===== config.mk =====
export PLATFORM = sky130hd
export DESIGN_NAME = clb_cpu_end_flat
export DESIGN_NICKNAME = d
export VERILOG_FILES = /design/src/logic/clb_pkg.sv /design/src/logic/clb_if.sv /design/src/logic/clb_cpu_end.sv /design/src/flat_wrapper.sv
export SDC_FILE = /design/constraint.sdc
export NUM_CORES = 1
export LEC_CHECK = 0
export BUFFER_PORTS_ARGS = -buffer_cell sky130_fd_sc_hd__clkbuf_2
export CORE_UTILIZATION = 40
export DETAILED_ROUTE_END_ITERATION = 16
export GPL_TIMING_DRIVEN = 0
export PLACE_DENSITY = 0.59
export SYNTH_ARGS = -nofsm -noshare
export SYNTH_HDL_FRONTEND = slang
export SYNTH_SLANG_ARGS = --single-unit

===== constraint.sdc =====
create_clock -name clock -period 4.5 [get_ports clock]
set_input_delay 0.225 -clock clock [delete_from_list [all_inputs] [get_ports clock]]
set_output_delay 0.225 -clock clock [all_outputs]
set_load 0.005 [all_outputs]

===== src/logic/clb_pkg.sv =====
// Purpose: shared constants and types for the cpu local bus link
// Assumes: one 40 MHz clock, synchronous active-high reset
// Notes:   both ends import this package
package clb_pkg;
  // ---------------------------------------------------------------
  // widths and timing
  // ---------------------------------------------------------------
  localparam int unsigned CLK_PERIOD_NS   = 25;
  localparam int unsigned RESET_MIN_CYC   = 4;
  localparam int unsigned HOLD_RESUME_CYC = 1;
  localparam int unsigned NMI_TYPE        = 2;
  localparam int unsigned DATA_W          = 16;
  localparam int unsigned UADDR_W         = 4;
  localparam int unsigned ADDR_W          = 20;
  localparam int unsigned BUF_DEPTH       = 2;
  localparam logic [7:0]  NMI_VECTOR      = 8'h02;
  localparam logic [ADDR_W-1:0] RESTART_ADDR = 20'hffff0;
  localparam logic [UADDR_W-1:0] UADDR_ZERO  = 4'h0;
  localparam logic [DATA_W-1:0]  DATA_ZERO   = 16'h0000;

  // ---------------------------------------------------------------
  // bus states and cycle kinds
  // ---------------------------------------------------------------
  typedef enum logic [2:0] {
    ST_IDLE, ST_T1, ST_T2, ST_T3, ST_TW, ST_T4, ST_HELD
  } clb_state_type;

  typedef enum logic [1:0] {
    KIND_MEM, KIND_IO, KIND_ACK
  } clb_kind_type;

  typedef struct packed {
    logic                  write;
    clb_kind_type          kind;
    logic                  upper_byte;
    logic                  locked;
    logic [ADDR_W-1:0]     addr;
    logic [DATA_W-1:0]     data;
  } clb_req_type;

  // status code driven on the cycle status outputs in maximum mode
  function automatic logic [2:0] clb_status(input clb_kind_type k, input logic wr);
    unique case (k)
      KIND_ACK: clb_status = 3'h0;
      KIND_IO:  clb_status = wr ? 3'h2 : 3'h1;
      default:  clb_status = wr ? 3'h6 : 3'h5;
    endcase
  endfunction
endpackage


===== src/logic/clb_if.sv =====
// Purpose: pin-level link between the processor end and the system end
// Assumes: testbench resolves the shared lines from the enables
// Notes:   output enables are active low (low while driving)
`timescale 1ns/100ps
`default_nettype none
interface clb_if;
  import clb_pkg::*;
  logic [DATA_W-1:0]  ad_out;
  logic               ad_oe_n;
  logic [DATA_W-1:0]  ad_in;
  logic [UADDR_W-1:0] upper_address_bits;
  logic               upper_byte_enable;
  logic               ctl_oe_n;
  logic               ale;
  logic               transceiver_enable_n;
  logic               transfer_direction;
  logic               mem_io_n;
  logic               rd_n;
  logic               wr_n;
  logic               irq_ack_strobe_n;
  logic               bus_lock_n;
  logic [2:0]         cycle_status_outputs;
  logic [1:0]         prefetch_queue_status;
  logic               bus_takeover_ack;
  logic               bus_takeover_req;
  logic               request_grant_in;
  logic               ready;
  logic               maskable_irq_in;
  logic               nmi_in;
  logic               wait_test_n;
  logic               pin_set_select;
  logic               cpu_reset;

  modport cpu (
    output ad_out, ad_oe_n, upper_address_bits, upper_byte_enable, ctl_oe_n, ale,
           transceiver_enable_n, transfer_direction, mem_io_n, rd_n, wr_n,
           irq_ack_strobe_n, bus_lock_n, cycle_status_outputs,
           prefetch_queue_status, bus_takeover_ack,
    input  ad_in, bus_takeover_req, request_grant_in, ready, maskable_irq_in,
           nmi_in, wait_test_n, pin_set_select, cpu_reset
  );
  modport sys (
    input  ad_out, ad_oe_n, upper_address_bits, upper_byte_enable, ctl_oe_n, ale,
           transceiver_enable_n, transfer_direction, mem_io_n, rd_n, wr_n,
           irq_ack_strobe_n, bus_lock_n, cycle_status_outputs,
           prefetch_queue_status, bus_takeover_ack,
    output ad_in, bus_takeover_req, request_grant_in, ready, maskable_irq_in,
           nmi_in, wait_test_n, pin_set_select, cpu_reset
  );
endinterface
`default_nettype wire


===== src/logic/clb_cpu_end.sv =====
// Purpose: processor end of the multiplexed local bus
// Assumes: ready arrives already synchronised by the system end
// Notes:   user side posts requests through a two-entry buffer
// Notes on behaviour
// address in first state, data afterwards
// shared lines floated in acknowledge and hold
// low-half byte peripherals qualify with address bit0
// nmi edge serviced as type two
// irq level sampled at instruction end
// irq ignored while enable flag clear
// reset held four cycles, restart after
// ready synchronised and driven by system end
// wait instruction idles until test low
// acknowledge strobe low in T2, T3, waits
// latch strobe pulsed during first state
// transceiver enable low during every access; the code holds it high in maximum mode
// direction output follows transfer direction
// memory/io status steers read and write
// takeover request answered, bus floated
// drive again one cycle after request drops
// upper address in memory cycles, low io
// high-half peripherals qualify with byte enable
// lock output during locked instruction
// request/grant releases bus after current cycle
// pin set chosen by mode select input
// status and queue status in maximum mode
// T1 T2 T3, waits while not ready, T4
`timescale 1ns/100ps
`default_nettype none
module clb_cpu_end
  import clb_pkg::*;
(
  input  wire logic        clock,          // 40 mhz clock
  input  wire logic        rst,            // sync reset, high
  clb_if.cpu               bus,            // pin side
  input  wire clb_req_type req_data,       // bus cycle to run
  input  wire logic        req_valid,      // request offered
  output logic             req_ready,      // buffer has room
  output logic [DATA_W-1:0] rsp_data,      // read or vector data
  output logic             rsp_valid,      // one-cycle pulse
  input  wire logic        instr_end,      // last cycle of instruction
  input  wire logic        irq_enable,     // interrupt enable flag
  input  wire logic        wait_instr,     // wait instruction active
  output logic             wait_stall,     // idling on test input
  output logic             irq_take,       // interrupt accepted pulse
  output logic [7:0]       irq_vector,     // vector type of accepted irq
  output logic             restart         // pulse after reset release
);
  // ---------------------------------------------------------------
  // request buffer
  // ---------------------------------------------------------------
  clb_req_type    buf_mem [BUF_DEPTH];
  logic           wptr_ff, rptr_ff;
  logic [1:0]     cnt_ff;
  logic           pop;
  clb_req_type    cur_ff;
  clb_state_type  state_ff;
  logic           nmi_d_ff, nmi_pend_ff, test_ff, rst_d_ff;
  logic           rg_d_ff;

  assign req_ready = (cnt_ff != 2'(BUF_DEPTH));
  assign pop = (state_ff == ST_IDLE) && (cnt_ff != 2'h0)
               && !bus.bus_takeover_req && !rg_d_ff && !bus.cpu_reset;

  always_ff @(posedge clock) begin
    if (rst) begin
      wptr_ff <= 1'b0;
      rptr_ff <= 1'b0;
      cnt_ff  <= 2'h0;
    end else begin
      if (req_valid && req_ready) begin
        buf_mem[wptr_ff] <= req_data;
        wptr_ff <= ~wptr_ff;
      end
      if (pop) rptr_ff <= ~rptr_ff;
      cnt_ff <= cnt_ff + 2'(req_valid && req_ready) - 2'(pop);
    end
  end

  // ---------------------------------------------------------------
  // bus state sequence
  // ---------------------------------------------------------------
  always_ff @(posedge clock) begin
    if (rst) begin
      state_ff <= ST_IDLE;
      cur_ff   <= '0;
    end else begin
      unique case (state_ff)
        ST_IDLE: begin
          if (bus.bus_takeover_req || rg_d_ff) state_ff <= ST_HELD;
          else if (pop) begin
            cur_ff   <= buf_mem[rptr_ff];
            state_ff <= ST_T1;
          end
        end
        ST_T1: state_ff <= ST_T2;
        ST_T2: state_ff <= ST_T3;
        ST_T3: state_ff <= bus.ready ? ST_T4 : ST_TW;
        ST_TW: state_ff <= bus.ready ? ST_T4 : ST_TW;
        ST_T4: state_ff <= ST_IDLE;
        ST_HELD: if (!bus.bus_takeover_req && !rg_d_ff) state_ff <= ST_IDLE;
      endcase
    end
  end

  // ---------------------------------------------------------------
  // pin drivers
  // ---------------------------------------------------------------
  logic in_access, held, acking, maxmode;
  assign in_access = (state_ff inside {ST_T1, ST_T2, ST_T3, ST_TW, ST_T4});
  assign held      = (state_ff == ST_HELD);
  assign acking    = (cur_ff.kind == KIND_ACK);
  assign maxmode   = !bus.pin_set_select;

  // strobe low for T2, T3 and waits; decided one state ahead
  function automatic logic strobe_window(input clb_state_type s, input logic rdy);
    strobe_window = (s inside {ST_T1, ST_T2}) || ((s inside {ST_T3, ST_TW}) && !rdy);
  endfunction

  always_ff @(posedge clock) begin
    if (rst) begin
      bus.ad_out   <= DATA_ZERO;
      bus.ad_oe_n  <= 1'b1;
      bus.upper_address_bits <= UADDR_ZERO;
      bus.upper_byte_enable  <= 1'b0;
      bus.ctl_oe_n <= 1'b0;
    end else begin
      bus.ctl_oe_n <= held && (bus.bus_takeover_req || rg_d_ff);
      if (state_ff == ST_IDLE && pop) begin
        bus.ad_out  <= buf_mem[rptr_ff].addr[DATA_W-1:0];
        bus.ad_oe_n <= (buf_mem[rptr_ff].kind == KIND_ACK);
        bus.upper_address_bits <= (buf_mem[rptr_ff].kind == KIND_MEM)
          ? buf_mem[rptr_ff].addr[ADDR_W-1:DATA_W] : UADDR_ZERO;
        bus.upper_byte_enable <= buf_mem[rptr_ff].upper_byte;
      end else if (state_ff == ST_T1) begin
        bus.ad_out  <= cur_ff.data;
        bus.ad_oe_n <= !(cur_ff.write && !acking);
      end else if (state_ff == ST_T4 || held || state_ff == ST_IDLE) begin
        bus.ad_oe_n <= 1'b1;
      end
    end
  end

  always_ff @(posedge clock) begin
    if (rst) begin
      bus.ale <= 1'b0;
      bus.transceiver_enable_n <= 1'b1;
      bus.transfer_direction   <= 1'b0;
      bus.mem_io_n <= 1'b1;
      bus.rd_n <= 1'b1;
      bus.wr_n <= 1'b1;
      bus.irq_ack_strobe_n <= 1'b1;
      bus.bus_lock_n <= 1'b1;
      bus.cycle_status_outputs <= 3'h7;
    end else begin
      bus.ale <= (state_ff == ST_IDLE) && pop && !maxmode;
      bus.transceiver_enable_n <= !(in_access && state_ff != ST_T4) || maxmode;
      bus.transfer_direction <= (state_ff == ST_IDLE && pop) ? buf_mem[rptr_ff].write
                               : bus.transfer_direction;
      bus.mem_io_n <= (state_ff == ST_IDLE && pop) ? (buf_mem[rptr_ff].kind == KIND_MEM)
                     : bus.mem_io_n;
      bus.rd_n <= maxmode || !(strobe_window(state_ff, bus.ready) && !cur_ff.write && !acking);
      bus.wr_n <= maxmode || !(strobe_window(state_ff, bus.ready) && cur_ff.write && !acking);
      bus.irq_ack_strobe_n <= maxmode || !(strobe_window(state_ff, bus.ready) && acking);
      bus.bus_lock_n <= !(maxmode && in_access && cur_ff.locked);
      bus.cycle_status_outputs <= (maxmode && state_ff == ST_IDLE && pop)
        ? clb_status(buf_mem[rptr_ff].kind, buf_mem[rptr_ff].write) : 3'h7;
    end
  end

  always_ff @(posedge clock) begin
    if (rst) begin
      bus.prefetch_queue_status <= 2'h0;
      bus.bus_takeover_ack <= 1'b0;
      rg_d_ff   <= 1'b0;
    end else begin
      bus.prefetch_queue_status <= maxmode ? {1'b0, instr_end} : 2'h0;
      rg_d_ff   <= maxmode && bus.request_grant_in;
      bus.bus_takeover_ack <= !maxmode && bus.bus_takeover_req &&
        (state_ff == ST_IDLE || held);
    end
  end

  // ---------------------------------------------------------------
  // read response, interrupts, wait, restart
  // ---------------------------------------------------------------
  always_ff @(posedge clock) begin
    if (rst) begin
      rsp_data  <= DATA_ZERO;
      rsp_valid <= 1'b0;
    end else begin
      rsp_valid <= (state_ff inside {ST_T3, ST_TW}) && bus.ready && !cur_ff.write;
      if ((state_ff inside {ST_T3, ST_TW}) && bus.ready) rsp_data <= bus.ad_in;
    end
  end

  always_ff @(posedge clock) begin
    if (rst) begin
      nmi_d_ff    <= 1'b0;
      nmi_pend_ff <= 1'b0;
      irq_take    <= 1'b0;
      irq_vector  <= 8'h00;
    end else begin
      nmi_d_ff <= bus.nmi_in;
      irq_take <= 1'b0;
      if (instr_end && nmi_pend_ff) begin
        irq_take    <= 1'b1;
        irq_vector  <= NMI_VECTOR;
        nmi_pend_ff <= bus.nmi_in && !nmi_d_ff;
      end else begin
        if (bus.nmi_in && !nmi_d_ff) nmi_pend_ff <= 1'b1;
        if (instr_end && irq_enable && bus.maskable_irq_in) begin
          irq_take   <= 1'b1;
          irq_vector <= 8'hff;
        end
      end
    end
  end

  always_ff @(posedge clock) begin
    if (rst) begin
      test_ff    <= 1'b1;
      wait_stall <= 1'b0;
      rst_d_ff   <= 1'b1;
      restart    <= 1'b0;
    end else begin
      test_ff    <= bus.wait_test_n;
      wait_stall <= wait_instr && test_ff;
      rst_d_ff   <= bus.cpu_reset;
      restart    <= rst_d_ff && !bus.cpu_reset;
    end
  end
endmodule
`default_nettype wire


===== src/flat_wrapper.sv =====
// flat-port wrapper written by rule: the top's interface ports become plain ports
module clb_cpu_end_flat import clb_pkg::*;
  (clock, rst, req_data, req_valid, req_ready, rsp_data, rsp_valid, instr_end, irq_enable, wait_instr, wait_stall, irq_take, irq_vector, restart, bus_ad_out, bus_ad_oe_n, bus_upper_address_bits, bus_upper_byte_enable, bus_ctl_oe_n, bus_ale, bus_transceiver_enable_n, bus_transfer_direction, bus_mem_io_n, bus_rd_n, bus_wr_n, bus_irq_ack_strobe_n, bus_bus_lock_n, bus_cycle_status_outputs, bus_prefetch_queue_status, bus_bus_takeover_ack, bus_ad_in, bus_bus_takeover_req, bus_request_grant_in, bus_ready, bus_maskable_irq_in, bus_nmi_in, bus_wait_test_n, bus_pin_set_select, bus_cpu_reset);
  clb_if bus_i ();
  input  wire logic clock;
  input  wire logic rst;
  input  wire clb_req_type req_data;
  input  wire logic req_valid;
  output logic req_ready;
  output logic [DATA_W-1:0] rsp_data;
  output logic rsp_valid;
  input  wire logic instr_end;
  input  wire logic irq_enable;
  input  wire logic wait_instr;
  output logic wait_stall;
  output logic irq_take;
  output logic [7:0] irq_vector;
  output logic restart;
  output wire logic [$bits(bus_i.ad_out)-1:0] bus_ad_out;
  output wire logic [$bits(bus_i.ad_oe_n)-1:0] bus_ad_oe_n;
  output wire logic [$bits(bus_i.upper_address_bits)-1:0] bus_upper_address_bits;
  output wire logic [$bits(bus_i.upper_byte_enable)-1:0] bus_upper_byte_enable;
  output wire logic [$bits(bus_i.ctl_oe_n)-1:0] bus_ctl_oe_n;
  output wire logic [$bits(bus_i.ale)-1:0] bus_ale;
  output wire logic [$bits(bus_i.transceiver_enable_n)-1:0] bus_transceiver_enable_n;
  output wire logic [$bits(bus_i.transfer_direction)-1:0] bus_transfer_direction;
  output wire logic [$bits(bus_i.mem_io_n)-1:0] bus_mem_io_n;
  output wire logic [$bits(bus_i.rd_n)-1:0] bus_rd_n;
  output wire logic [$bits(bus_i.wr_n)-1:0] bus_wr_n;
  output wire logic [$bits(bus_i.irq_ack_strobe_n)-1:0] bus_irq_ack_strobe_n;
  output wire logic [$bits(bus_i.bus_lock_n)-1:0] bus_bus_lock_n;
  output wire logic [$bits(bus_i.cycle_status_outputs)-1:0] bus_cycle_status_outputs;
  output wire logic [$bits(bus_i.prefetch_queue_status)-1:0] bus_prefetch_queue_status;
  output wire logic [$bits(bus_i.bus_takeover_ack)-1:0] bus_bus_takeover_ack;
  input wire logic [$bits(bus_i.ad_in)-1:0] bus_ad_in;
  input wire logic [$bits(bus_i.bus_takeover_req)-1:0] bus_bus_takeover_req;
  input wire logic [$bits(bus_i.request_grant_in)-1:0] bus_request_grant_in;
  input wire logic [$bits(bus_i.ready)-1:0] bus_ready;
  input wire logic [$bits(bus_i.maskable_irq_in)-1:0] bus_maskable_irq_in;
  input wire logic [$bits(bus_i.nmi_in)-1:0] bus_nmi_in;
  input wire logic [$bits(bus_i.wait_test_n)-1:0] bus_wait_test_n;
  input wire logic [$bits(bus_i.pin_set_select)-1:0] bus_pin_set_select;
  input wire logic [$bits(bus_i.cpu_reset)-1:0] bus_cpu_reset;
  assign bus_ad_out = bus_i.ad_out;
  assign bus_ad_oe_n = bus_i.ad_oe_n;
  assign bus_upper_address_bits = bus_i.upper_address_bits;
  assign bus_upper_byte_enable = bus_i.upper_byte_enable;
  assign bus_ctl_oe_n = bus_i.ctl_oe_n;
  assign bus_ale = bus_i.ale;
  assign bus_transceiver_enable_n = bus_i.transceiver_enable_n;
  assign bus_transfer_direction = bus_i.transfer_direction;
  assign bus_mem_io_n = bus_i.mem_io_n;
  assign bus_rd_n = bus_i.rd_n;
  assign bus_wr_n = bus_i.wr_n;
  assign bus_irq_ack_strobe_n = bus_i.irq_ack_strobe_n;
  assign bus_bus_lock_n = bus_i.bus_lock_n;
  assign bus_cycle_status_outputs = bus_i.cycle_status_outputs;
  assign bus_prefetch_queue_status = bus_i.prefetch_queue_status;
  assign bus_bus_takeover_ack = bus_i.bus_takeover_ack;
  assign bus_i.ad_in = bus_ad_in;
  assign bus_i.bus_takeover_req = bus_bus_takeover_req;
  assign bus_i.request_grant_in = bus_request_grant_in;
  assign bus_i.ready = bus_ready;
  assign bus_i.maskable_irq_in = bus_maskable_irq_in;
  assign bus_i.nmi_in = bus_nmi_in;
  assign bus_i.wait_test_n = bus_wait_test_n;
  assign bus_i.pin_set_select = bus_pin_set_select;
  assign bus_i.cpu_reset = bus_cpu_reset;
  clb_cpu_end u_core (.clock(clock), .rst(rst), .bus(bus_i), .req_data(req_data), .req_valid(req_valid), .req_ready(req_ready), .rsp_data(rsp_data), .rsp_valid(rsp_valid), .instr_end(instr_end), .irq_enable(irq_enable), .wait_instr(wait_instr), .wait_stall(wait_stall), .irq_take(irq_take), .irq_vector(irq_vector), .restart(restart));
endmodule

## Word level (Yosys, flattened, before mapping)

Memory sizes are Yosys's and may differ from the RTL's. A register that Yosys moved wholly into a read port is not among the register bits.
Cells that the tools add are included.

- ROM bits: 0
- Latch bits: 0
- Output and inout bits: 66
- Memories kept: 1
- Logic and storage cells: 153
- Memory bits (writable): 82
- Register bits: 91
- Bits of input ports: 71

- Div/mod/pow operators: 0
- Mux-type cells: 25
- $mul: 0
- Add/subtract/negate cells: 2
- Reduce and logical (&&, ||, !) cells: 71
- Eq/ne operators: 13
- Bitwise logic cells: 4
- Shifts and indexed selects: 0
- $lt $le $gt $ge: 0

Memories:

| memory | depth | bits a word | rd ports | clocked after Yosys merged registers in | wr ports | RTL line | text |
|---|---|---|---|---|---|---|---|
| u_core.buf_mem | 2 | 41 | 1 | 1 | 1 | clb_cpu_end.sv:52 | `clb_req_type buf_mem [BUF_DEPTH];` |

Operators by type and width:

| operator | count |
|---|---|
| $logic_and A1 B1 Y1 | 32 |
| $mux W16 | 2 |
| $pmux W3 S6 | 1 |
| $logic_not A1 Y1 | 14 |
| $mux W1 | 13 |
| $reduce_bool A2 Y1 | 6 |
| $eq A3 B3 Y1 const B | 3 |
| $logic_or A1 B1 Y1 | 9 |
| $mux W3 | 3 |
| $mux W2 | 4 |
| $reduce_or A2 Y1 | 4 |
| $eq A3 B2 Y1 const B | 2 |
| $pmux W3 S2 | 1 |
| $reduce_bool A5 Y1 | 1 |
| $eq A2 B2 Y1 const B | 2 |
| $mux W4 | 1 |
| $ne A2 B2 Y1 const B | 2 |
| $not A1 Y1 | 4 |
| $eq A3 B1 Y1 const B | 1 |
| $logic_not A3 Y1 | 1 |
| $ne A3 B1 Y1 const B | 1 |
| $ne A3 B3 Y1 const B | 1 |
| $reduce_and A3 Y1 | 1 |
| $reduce_bool A3 Y1 | 1 |
| 5 further kinds | 5 |

## Depth between registers and ports, before layout

Gate-level depths: netlist of run 1.

- Depth in word-level cells: 8
- Mapped depth: 11
- Mapped depth without buffers: 9

## Worst setup path before layout of run 1

No wires, ideal clock.

- Path kind: in2reg
- Start: in rst
- End: mem u_core.buf_mem[0][0] (netlist bit) (enable)
- Setup slack: 509 ps
- Stages on the path: 3
- Required time: 4010 ps
- Library setup time: 490 ps
- Arrival time: 3500 ps
- Path through: clkbuf_1 > buf_1 > nor3_1

- Longest elaborated chain between the ends: 2

RTL lines:

| element | RTL line | text |
|---|---|---|
| start: declaration | flat_wrapper.sv:6 | `input wire logic rst;` |
| $mux W1 | clb_cpu_end.sv:66 | `if (rst) begin` |
| $mux W1 (implied by the code) | clb_cpu_end.sv:72 | `buf_mem[wptr_ff] <= req_data;` |
| end: declaration | clb_cpu_end.sv:52 |  |

No other way between the ends.

## Worst setup path in the final report of run 1

- Start: reg u_core.state_ff[1]
- End: reg u_core.cnt_ff[1]

- Longest elaborated chain between the ends: 6

RTL lines:

| element | RTL line | text |
|---|---|---|
| start: declaration | clb_cpu_end.sv:57 | `clb_state_type state_ff;` |
| start signal: assignment | clb_cpu_end.sv:98 | `ST_T3: state_ff <= bus.ready ? ST_T4 : ST_TW;` |
| start signal: assignment | clb_cpu_end.sv:99 | `ST_TW: state_ff <= bus.ready ? ST_T4 : ST_TW;` |
| $logic_not A3 Y1 | clb_cpu_end.sv:62 | `assign pop = (state_ff == ST_IDLE) && (cnt_ff != 2'h0)` |
| $logic_and A1 B1 Y1 | clb_cpu_end.sv:62 |  |
| $logic_and A1 B1 Y1 (3 in series) | clb_cpu_end.sv:63 | `&& !bus.bus_takeover_req && !rg_d_ff && !bus.cpu_reset;` |
| $sub A2 B1 Y2 | clb_cpu_end.sv:76 | `cnt_ff <= cnt_ff + 2'(req_valid && req_ready) - 2'(pop);` |
| end signal: assignment | clb_cpu_end.sv:76 |  |
| end: declaration | clb_cpu_end.sv:54 | `logic [1:0] cnt_ff;` |

No other way between the ends.
A chain may end at the register's enable or synchronous reset.

==> results of run 1 <==
==> worst max path at each step <==
stage / endpoint / slack [ns]
detailed placement: u_core.cnt_ff[1]$_SDFF_PP0_ / 2.29
floorplan: u_core.buf_mem[0][0]$_DFFE_PP_ / 0.51
CTS: u_core.cnt_ff[1]$_SDFF_PP0_ / 2.31
finish: u_core.cnt_ff[1]$_SDFF_PP0_ / 2.34
global route: u_core.cnt_ff[1]$_SDFF_PP0_ / 2.15
global placement: u_core.buf_mem[0][29]$_DFFE_PP_ / -1.72
==> report_power, final <==
group          leakage, nW  internal (mW)  switching, mW
logic                 1.77          0.286          0.330
clock network        0.284          0.842          0.583
registers             1.49           1.79         0.0530
total                 3.55           2.92          0.966
==> placed cells by master (no fill, tap or decap), drive strengths merged, types with 9 or more instances in the layout <==
cell / netlist / routed
clkbuf: 8 / 164
dfxtp: 91 / 91
edfxtp: 82 / 82
mux2i: 53 / 53
nand2: 43 / 43
dlygate4sd3: 0 / 43
buf: 28 / 33
nor2: 31 / 31
nand2b: 21 / 21
and3: 19 / 19
a32o: 16 / 16
a21oi: 12 / 12
inv: 9 / 9
clkinv: 1 / 9
==> area by class of cell <==
type | count | area, sq um | share of cell area [%]
well taps | 216 | 270 | 3.19
multi-input cells | 273 | 1890 | 22.3
clock buffers | 21 | 460 | 5.44
inverters | 10 | 37.5 | 0.443
repair buffers | 183 | 1180 | 13.9
flip-flops and latches | 173 | 4280 | 50.6
clock inverters | 11 | 118 | 1.39
plain buffers | 36 | 234 | 2.76
==> sequential cells by signal (all words and copies together), names as in the netlist, 2 cells and up, named ones only <==
register,count
u_core.bus.ad_out,16
u_core.bus.cycle_status_outputs,3
u_core.buf_mem,82
u_core.cnt_ff,2
u_core.irq_vector,2
u_core.cur_ff,20
u_core.bus.upper_address_bits,4
u_core.rsp_data,16
u_core.state_ff,3
==> cell families after synthesis <==
logic type	Yosys count	synth area share (%)
flops	173	66.6
simple gates	151	12.1
mux	58	9.17
compound gates	54	6.39
buf+inv	46	4.22
fa+ha+maj	5	0.972
xor+xnor	4	0.544
other cells	1	0.0583
==> cell usage after synthesis, drive strengths merged, types with 6 or more instances <==
| cell | instances | area share [%] |
|---|---|---|
| nand2b | 21 | 2.0 |
| dfxtp | 91 | 28 |
| buf | 28 | 3.2 |
| inv | 9 | 0.52 |
| mux2i | 53 | 8.2 |
| nand3 | 7 | 0.62 |
| and3 | 19 | 1.9 |
| edfxtp | 82 | 38 |
| nor2b | 7 | 0.68 |
| nand2 | 43 | 2.5 |
| clkbuf | 8 | 0.47 |
| a21oi | 12 | 0.99 |
| a32o | 16 | 2.5 |
| a211oi | 6 | 0.70 |
| nor2 | 31 | 1.9 |
| nor3 | 7 | 0.62 |
==> routing by layer <==
metal | share of wire [%] | wire [microns] | vias up
met5 | 0 | 0 | -
met4 | 1.6 | 223 | 0
met3 | 4.7 | 654 | 16
met2 | 48 | 6690 | 114
met1 | 45 | 6220 | 2057
li1 | - | - | 2159
==> worst max-delay path: stages (launching register included) <==
cell and delay (ns):
dfxtp_1 0.30, buf_6 0.13, nor3_2 0.17, nand3_2 0.18
clkinv_1 0.15, buf_2 0.27, ha_1 0.28, inv_1 0.06
ha_1 0.14, xor2_1 0.17, xnor2_1 0.14, nor2_1 0.05
==> stage by stage <==
step	setup slack [ns]	hold WS (ns)	instance area (sq um)	TNS [ns]
6_report	2.34	0.0311	8470	0
5_1_grt	2.15	0.0241	8470	0
4_1_cts	2.31	0.00120	8460	0
3_5_place_dp	2.29	0.403	7460	0
3_3_place_gp	-1.72	0.404	7380	-70.57
2_1_floorplan	0.509	0.324	6440	0
==> flow_summary.yaml, run 1 <==
logic_synthesis:
  ys_warn_count: 0
  syn_nets: 568
  syn_avg_cell_area_sq_um: 13.1
  netlist_area_sq_mm: 0.00644
  synth-async-reset-ratio_pct: 0
  synth_ff_type: "dfxtp_1"
  synth_cells: 492
  synth_edf_count: 82
  ys_seq_area_share_pct: 66.6
  synthDistinctLibCells: 53
  ys_ff_latch: 173
place:
  port_buffers: 135
  dpl.hpwl_microns: 9670
  gp_congestion: 0.793
  dp.cells: 848
power_and_ir_drop:
  p_leak_nw: 3.55
  power_mw: 3.89
  p_per_area_mw_per_mm2: 459
  ir_drop_mv: 0.275
timing:
  fin_skew_ns: 0.00974
  worst_pin_slew_ns: 0.562
  slew_headroom_pct: 62.5
  final_max_slew_viol_count: 0
  fmax_mhz: 462
  rsz0062_at_grt: "false"
  period_needed_ns: 2.16
  setup_viol: 0
  hold_viol: 0
  finalCritPeriodShare_pct: 48.0
routing:
  final_antenna_net_count: 0
  dr.first_iter.drc_count: 175
  num_vias: 4346
  vias_per_cell: 4.71
  dr.pass1.iters: 4
  routed_wl_microns: 13800
  drc_errors: 0
  wl_per_cell_microns: 14.9
clock_network:
  numCtsBuffers: 17
  clk_pin_slew_ns: 0.06
  cts_tree: "built"
  clock_path_buffers: 2
  cts.repair.resized: 0
  cts_max_level: 4
  postCtsSetupBuffers: 0
  insertion_delay_ns: 0.43
  postCtsHoldBufs: 42
  clock-sinks: 173
  cts-root-buf: "clkbuf_16"
setup_path:
  required_ns: 4.80
  arrival_ns: 2.46
  r2r_start: "u_core.state_ff[1]$_SDFFE_PP0P_"
  r2r_cells: 11
  critPathLaunch: "u_core.state_ff[1]$_SDFFE_PP0P_"
  critPathKind: "flip-flop to flip-flop"
  worstSetupStartpointType: "flip-flop"
  r2r_slack_ns: 2.34
  r2r-end: "u_core.cnt_ff[1]$_SDFF_PP0_"
  end_kind: "flip-flop"
  crit_fanout: 10
layout:
  n_fill_cell: 1435
  final_util_pct: 53.7
  drive_gt1_share_pct: 30.1
  antenna_cells: 0
  final_net_count: 770
  synthToLayoutAreaGrowth_pct: 31.6
  stdcell_count: 923
global_route:
  antenna_found_initial: 0
  grt_max_degree: 31
  grt_pass1_wl_microns: 21900
  grt_remaining_overflow: 0
  use_met1_pct: 22.1
  track_usage_pct: 17.8
  grt-busiest-layer: "met2"
  grt_pass1_vias: 4278
  grt_use_met2_pct: 30.0
  grtUsageMet3_pct: 4.24
job:
  cap_violations: 0
outcome:
  status: "complete, no violations"
min_path:
  hold_path_end: "u_core.rst_d_ff$_SDFF_PP1_"
  min_from: "bus_cpu_reset"
  min_path_cells: 2
  holdCritPathClass: "primary input to flip-flop"
die:
  die_area_sq_mm: 0.0166
  io_pins: 137
  start_util_pct: 40.8
  die_width_microns: 129
  rows: 46
  core_region_area_sq_mm: 0.0158
  dieHeight_microns: 129
Power figures use the tool's default switching activity.
==> run 2, diff against run 1 <==
Clock period 4.5 ns to 2.2 ns, I/O delays scaled along.
==> run 2 against run 1 <==
Effect of this change:
- utilization rose by 1.7 points
- sequential share of layout area fell by 1.5 points
- sequential power rose by 100%
- clock skew fell by 0.0027 ns
- worst setup slack got worse by 2.2 ns
- cell count rose by 2.2%
- highest routed layer unchanged
- combinational power rose by 110%
- largest cell class unchanged
- global-route usage rose by 0.18 points
- non-clock buffer count rose by 20
- sequential cell count did not move
- total power rose by 110%
==> flow_summary.yaml, run 2 (synthesis results as in run 1) <==
outcome:
  status: "complete, no violations"
layout:
  final_net_count: 790
  multiInputGateArea_sq_mm: 0.00191
  top_register: "u_core.buf_mem"
  final_util_pct: 55.4
  final_common_cell: "clkbuf_2"
  layout_common_cells: "135 x clkbuf_2, 91 x dfxtp_1, 82 x edfxtp_1"
  n_fill_cell: 1391
  synthToLayoutAreaGrowth_pct: 35.6
  antenna_cells: 0
  reg_top3: "u_core.buf_mem x82, u_core.cur_ff x20"
  drive_gt1_share_pct: 29.7
  seq_area_sq_mm: 0.00428
  largest_register_ff_count: 82
clock_network:
  cts-root-buf: "clkbuf_16"
  clock_path_buffers: 2
  cts_tree: "built"
  numCtsBuffers: 17
  insertion_delay_ns: 0.42
  clk_pin_slew_ns: 0.06
  cts_max_level: 4
  clock-sinks: 173
timing:
  hold_ws_ns: 0.0330
  setup_viol: 0
  hold_viol: 0
  fin_skew_ns: 0.00704
  period_needed_ns: 2.09
  fin_ws_ns: 0.107
  final_max_slew_viol_count: 0
  slew_headroom_pct: 55.1
  fmax_mhz: 478
  finalCritPeriodShare_pct: 95.1
  worst_pin_slew_ns: 0.674
global_route:
  grt_remaining_overflow: 0
  grt_pass1_wl_microns: 22300
  antenna_found_initial: 0
  grt_max_degree: 23
  track_usage_pct: 18.0
  grt_pass1_vias: 4435
place:
  gp_congestion: 0.842
  dpl.hpwl_microns: 9560
  pre_cts_ws_ns: 0.0405
  port_buffers: 135
setup_path:
  end_kind: "flip-flop"
  arrival_ns: 2.22
  crit_fanout: 18
  worstSetupStartpointType: "primary input"
  critPathKind: "primary input to flip-flop"
  required_ns: 2.33
die:
  dieHeight_microns: 129
  rows: 46
  die_width_microns: 129
  die_area_sq_mm: 0.0166
  core_region_area_sq_mm: 0.0158
  start_util_pct: 40.8
  io_pins: 137
power_and_ir_drop:
  power_mw: 8.00
  p_leak_nw: 3.64
  ir_drop_mv: 0.564
  p_per_area_mw_per_mm2: 916
routing:
  drc_errors: 0
  vias_per_cell: 4.72
  wl_per_cell_microns: 14.8
  final_antenna_net_count: 0
  dr.pass1.iters: 4
  routed_wl_microns: 13900
  num_vias: 4447
  dr.first_iter.drc_count: 181
min_path:
  holdCritPathClass: "primary input to flip-flop"
job:
  cap_violations: 0
[run 2: metal layers]
metal / routed length [microns] / global-route usage [%] / vias up
met3: 632 / 4.74 / 17
met2: 6840 / 30.8 / 122
li1: - / - / 2197
met4: 185 / 7.13 / 0
met1: 6270 / 21.6 / 2111
met5: 0 / 0 / -
[run 2: where the power goes]
part           internal (mW)  switching (mW)
sequential              3.66           0.112
clock                   1.65            1.26
combinational          0.626           0.692
[run 2: critical path, stage by stage]
cell and delay, ns:
dlygate4sd3_1 0.54, clkbuf_2 0.14, clkbuf_1 0.24, buf_1 0.37
nor3_4 0.57, buf_16 0.24
[run 2: per-stage QoR]
step	cells	setup TNS, ns	cell area, sq um
after floorplan	492	0	6450
after global placement	843	-63.68	7390
after detailed placement	846	0	7470
after CTS	943	0	8700
after global routing	943	-0.0149	8730
final	943	0	8730
[run 2: layout make-up]
type	count	share of cell area, %
multi-input combinational	273	21.9
inverter	10	0.473
clock buffer	18	5.16
sequential	173	49.1
clock inverter	14	1.52
tap	216	3.10
buffer	36	2.74
timing repair buffer	203	16.1
[run 2: final timing paths]
| path | to | slack (ns) | from | cells after the start |
|---|---|---|---|---|
| max | u_core.buf_mem[0][31]$_DFFE_PP_ | 0.11 | rst | 6 |
| min | u_core.irq_take$_SDFF_PP0_ | 0.03 | irq_enable | 3 |
| max reg2reg | u_core.cnt_ff[1]$_SDFF_PP0_ | 0.18 | u_core.state_ff[1]$_SDFFE_PP0P_ | 11 |
| min reg2reg | u_core.restart$_SDFF_PP0_ | 0.41 | u_core.rst_d_ff$_SDFF_PP1_ | 2 |
[run 2: timing repair]
| item | in CTS | in global routing |
|---|---|---|
| setup endpoints to repair | 0 | 44 |
| hold endpoints to repair | 112 | 0 |
| setup buffers | 0 | 0 |
| gates resized for setup | 0 | 7 |
| hold buffers | 65 | 0 |
==> run 3, diff against run 2 <==
Settings changed: CELL_PAD_IN_SITES_DETAIL_PLACEMENT set to 0, CELL_PAD_IN_SITES_GLOBAL_PLACEMENT set to 1, PLACE_DENSITY 0.59 to 0.71.
==> run 3 against run 2 <==
Effect of this change:
- critical path depth up 4
- global-route usage shrank 0.55 points
- first-iteration DRC count grew 10%
- final area down 0.46%
- sequential share of layout area rose by 0.24 points
- non-clock buffer count up 1
==> flow_summary.yaml, run 3 (synthesis results as in run 1) <==
outcome:
  status: "complete, no violations"
clock_network:
  insertion_delay_ns: 0.42
  cts-root-buf: "clkbuf_16"
  cts_tree: "built"
  clock_path_buffers: 2
  numCtsBuffers: 17
  cts_max_level: 4
  clock-sinks: 173
  clk_pin_slew_ns: 0.06
global_route:
  use_met1_pct: 21.1
  antenna_found_initial: 0
  grt_pass1_vias: 4461
  track_usage_pct: 17.4
  grt_pass1_wl_microns: 21600
  grtUsageMet3_pct: 3.70
  grt_remaining_overflow: 0
  grt_max_degree: 34
  grt_use_met2_pct: 30.4
  grt-busiest-layer: "met2"
die:
  die_width_microns: 129
  start_util_pct: 40.8
  rows: 46
  die_area_sq_mm: 0.0166
  core_region_area_sq_mm: 0.0158
  dieHeight_microns: 129
  io_pins: 137
setup_path:
  critPathLaunch: "u_core.cnt_ff[0]$_SDFF_PP0_"
  critPathKind: "flip-flop to flip-flop"
  crit_fanout: 10
  cp_cell_sequence: "o21ba_2 -> nand3_4 -> clkinv_1 -> buf_6 -> ha_1 -> inv_1 -> ha_1 -> xor2_1 -> xnor2_1 -> nor2_1"
  r2r_start: "u_core.cnt_ff[0]$_SDFF_PP0_"
  arrival_ns: 2.33
  end_kind: "flip-flop"
  r2r-end: "u_core.cnt_ff[1]$_SDFF_PP0_"
  worstSetupStartpointType: "flip-flop"
  required_ns: 2.49
  r2r_cells: 10
  cpPeakStageDelay_ns: 0.33
  r2r_slack_ns: 0.16
  worst_path_most_repeated_cell: "ha_1"
  cpMaxStageDelayCell: "dfxtp_1"
min_path:
  hold_path_end: "u_core.bus.transceiver_enable_n$_SDFF_PP1_"
  holdCritPathClass: "primary input to flip-flop"
  min_from: "rst"
  min_path_cells: 3
timing:
  period_needed_ns: 2.04
  fin_skew_ns: 0.0120
  hold_viol: 0
  setup_viol: 0
  slew_headroom_pct: 56.1
  fmax_mhz: 489
  finalCritPeriodShare_pct: 92.9
  hold_ws_ns: 0.0384
  worst_pin_slew_ns: 0.658
  final_max_slew_viol_count: 0
  fin_ws_ns: 0.156
routing:
  drc_errors: 0
  routed_wl_microns: 13800
  dr.pass1.iters: 4
  final_antenna_net_count: 0
  vias_per_cell: 4.65
  num_vias: 4385
  wl_per_cell_microns: 14.6
  dr.first_iter.drc_count: 200
layout:
  design_area_sq_mm: 0.00869
  final_net_count: 791
  synthToLayoutAreaGrowth_pct: 35.0
  largest_register_ff_count: 82
  final_common_cell: "clkbuf_2"
  multiInputGateArea_sq_mm: 0.00192
  seq_area_sq_mm: 0.00429
  antenna_cells: 0
  n_fill_cell: 1391
  layout_common_cells: "135 x clkbuf_2, 90 x dfxtp_1, 82 x edfxtp_1"
  drive_gt1_share_pct: 29.7
  top_register: "u_core.buf_mem"
  reg_top3: "u_core.buf_mem x82, u_core.cur_ff x20"
  stdcell_count: 943
power_and_ir_drop:
  ir_drop_mv: 0.545
  p_leak_nw: 3.63
  p_per_area_mw_per_mm2: 906
job:
  cap_violations: 0
place:
  dpl.hpwl_microns: 9630
  placed_area_sq_mm: 0.00745
  port_buffers: 135
  dp.cells: 846
  pre_cts_ws_ns: -0.362
  gp_congestion: 0.818
==> run 3: cell count changes in the layout (fill, tap and decap cells not counted), moves of 2 or more <==
cell        change
clkbuf_8        +5
inv_6           -4
clkbuf_1        +3
clkinv_4        -3
clkinvlp_4      -3
buf_16          -2
buf_4           +2
buf_8           +2
inv_4           +2
==> run 3: area by class of cell <==
cell class / count / area share [%]
flip-flops and latches: 173 / 49.3
multi-input cells: 273 / 22.0
repair buffers: 204 / 15.9
clock buffers: 26 / 6.10
well taps: 216 / 3.11
plain buffers: 36 / 2.79
inverters: 10 / 0.432
clock inverters: 5 / 0.317
==> run 3: power by group <==
| group | leakage, nW | internal [mW] | switching, mW |
|---|---|---|---|
| Clock | 0.282 | 1.65 | 1.14 |
| Sequential | 1.49 | 3.67 | 0.117 |
| Combinational | 1.86 | 0.620 | 0.680 |
==> run 3: critical path: cells and delay by family, from the launching register on <==
| family | cells | cell delay (ns) |
|---|---|---|
| flops | 1 | 0.33 |
| fa+ha+maj | 2 | 0.41 |
| compound gates | 1 | 0.26 |
| simple gates | 2 | 0.18 |
| xor+xnor | 2 | 0.32 |
| buf+inv | 3 | 0.42 |
==> run 3: how the worst max path moves through the flow <==
stage                                       to  slack, ns  cells after the start
2_1_floorplan   u_core.buf_mem[1][0]$_DFFE_PP_       0.08                      4
3_3_place_gp   u_core.buf_mem[0][28]$_DFFE_PP_      -0.82                      4
3_5_place_dp   u_core.buf_mem[0][22]$_DFFE_PP_      -0.36                      6
4_1_cts            u_core.cnt_ff[1]$_SDFF_PP0_      0.002                     12
5_1_grt            u_core.cnt_ff[1]$_SDFF_PP0_     -0.007                     10
6_report           u_core.cnt_ff[1]$_SDFF_PP0_       0.16                     10
==> run 3: stage by stage <==
| step | setup TNS (ns) | power [mW] | utilization, % |
|---|---|---|---|
| floorplan | 0 | 4.62 | - |
| global placement | -57.13 | 4.99 | 46.9 |
| detailed placement | -6.89 | 5.04 | 47.2 |
| CTS | 0 | 7.92 | 54.8 |
| global route | -0.00692 | 8.26 | 55.1 |
| finish | 0 | 7.88 | 55.1 |
==> run 3: what timing repair did <==
action / CTS / global route
pin swaps: 0 / 1
resized for setup: 1 / 9
hold endpoints to repair: 110 / 0
hold buffers: 64 / 0
buffers inserted: 0 / 2
setup endpoints to repair: 1 / 17
==> run 3: metal layers <==
layer	up-vias	share of wire [%]
met3	9	4.5
met2	120	49
met1	2062	45
li1	2194	-
met4	0	0.86
met5	-	0
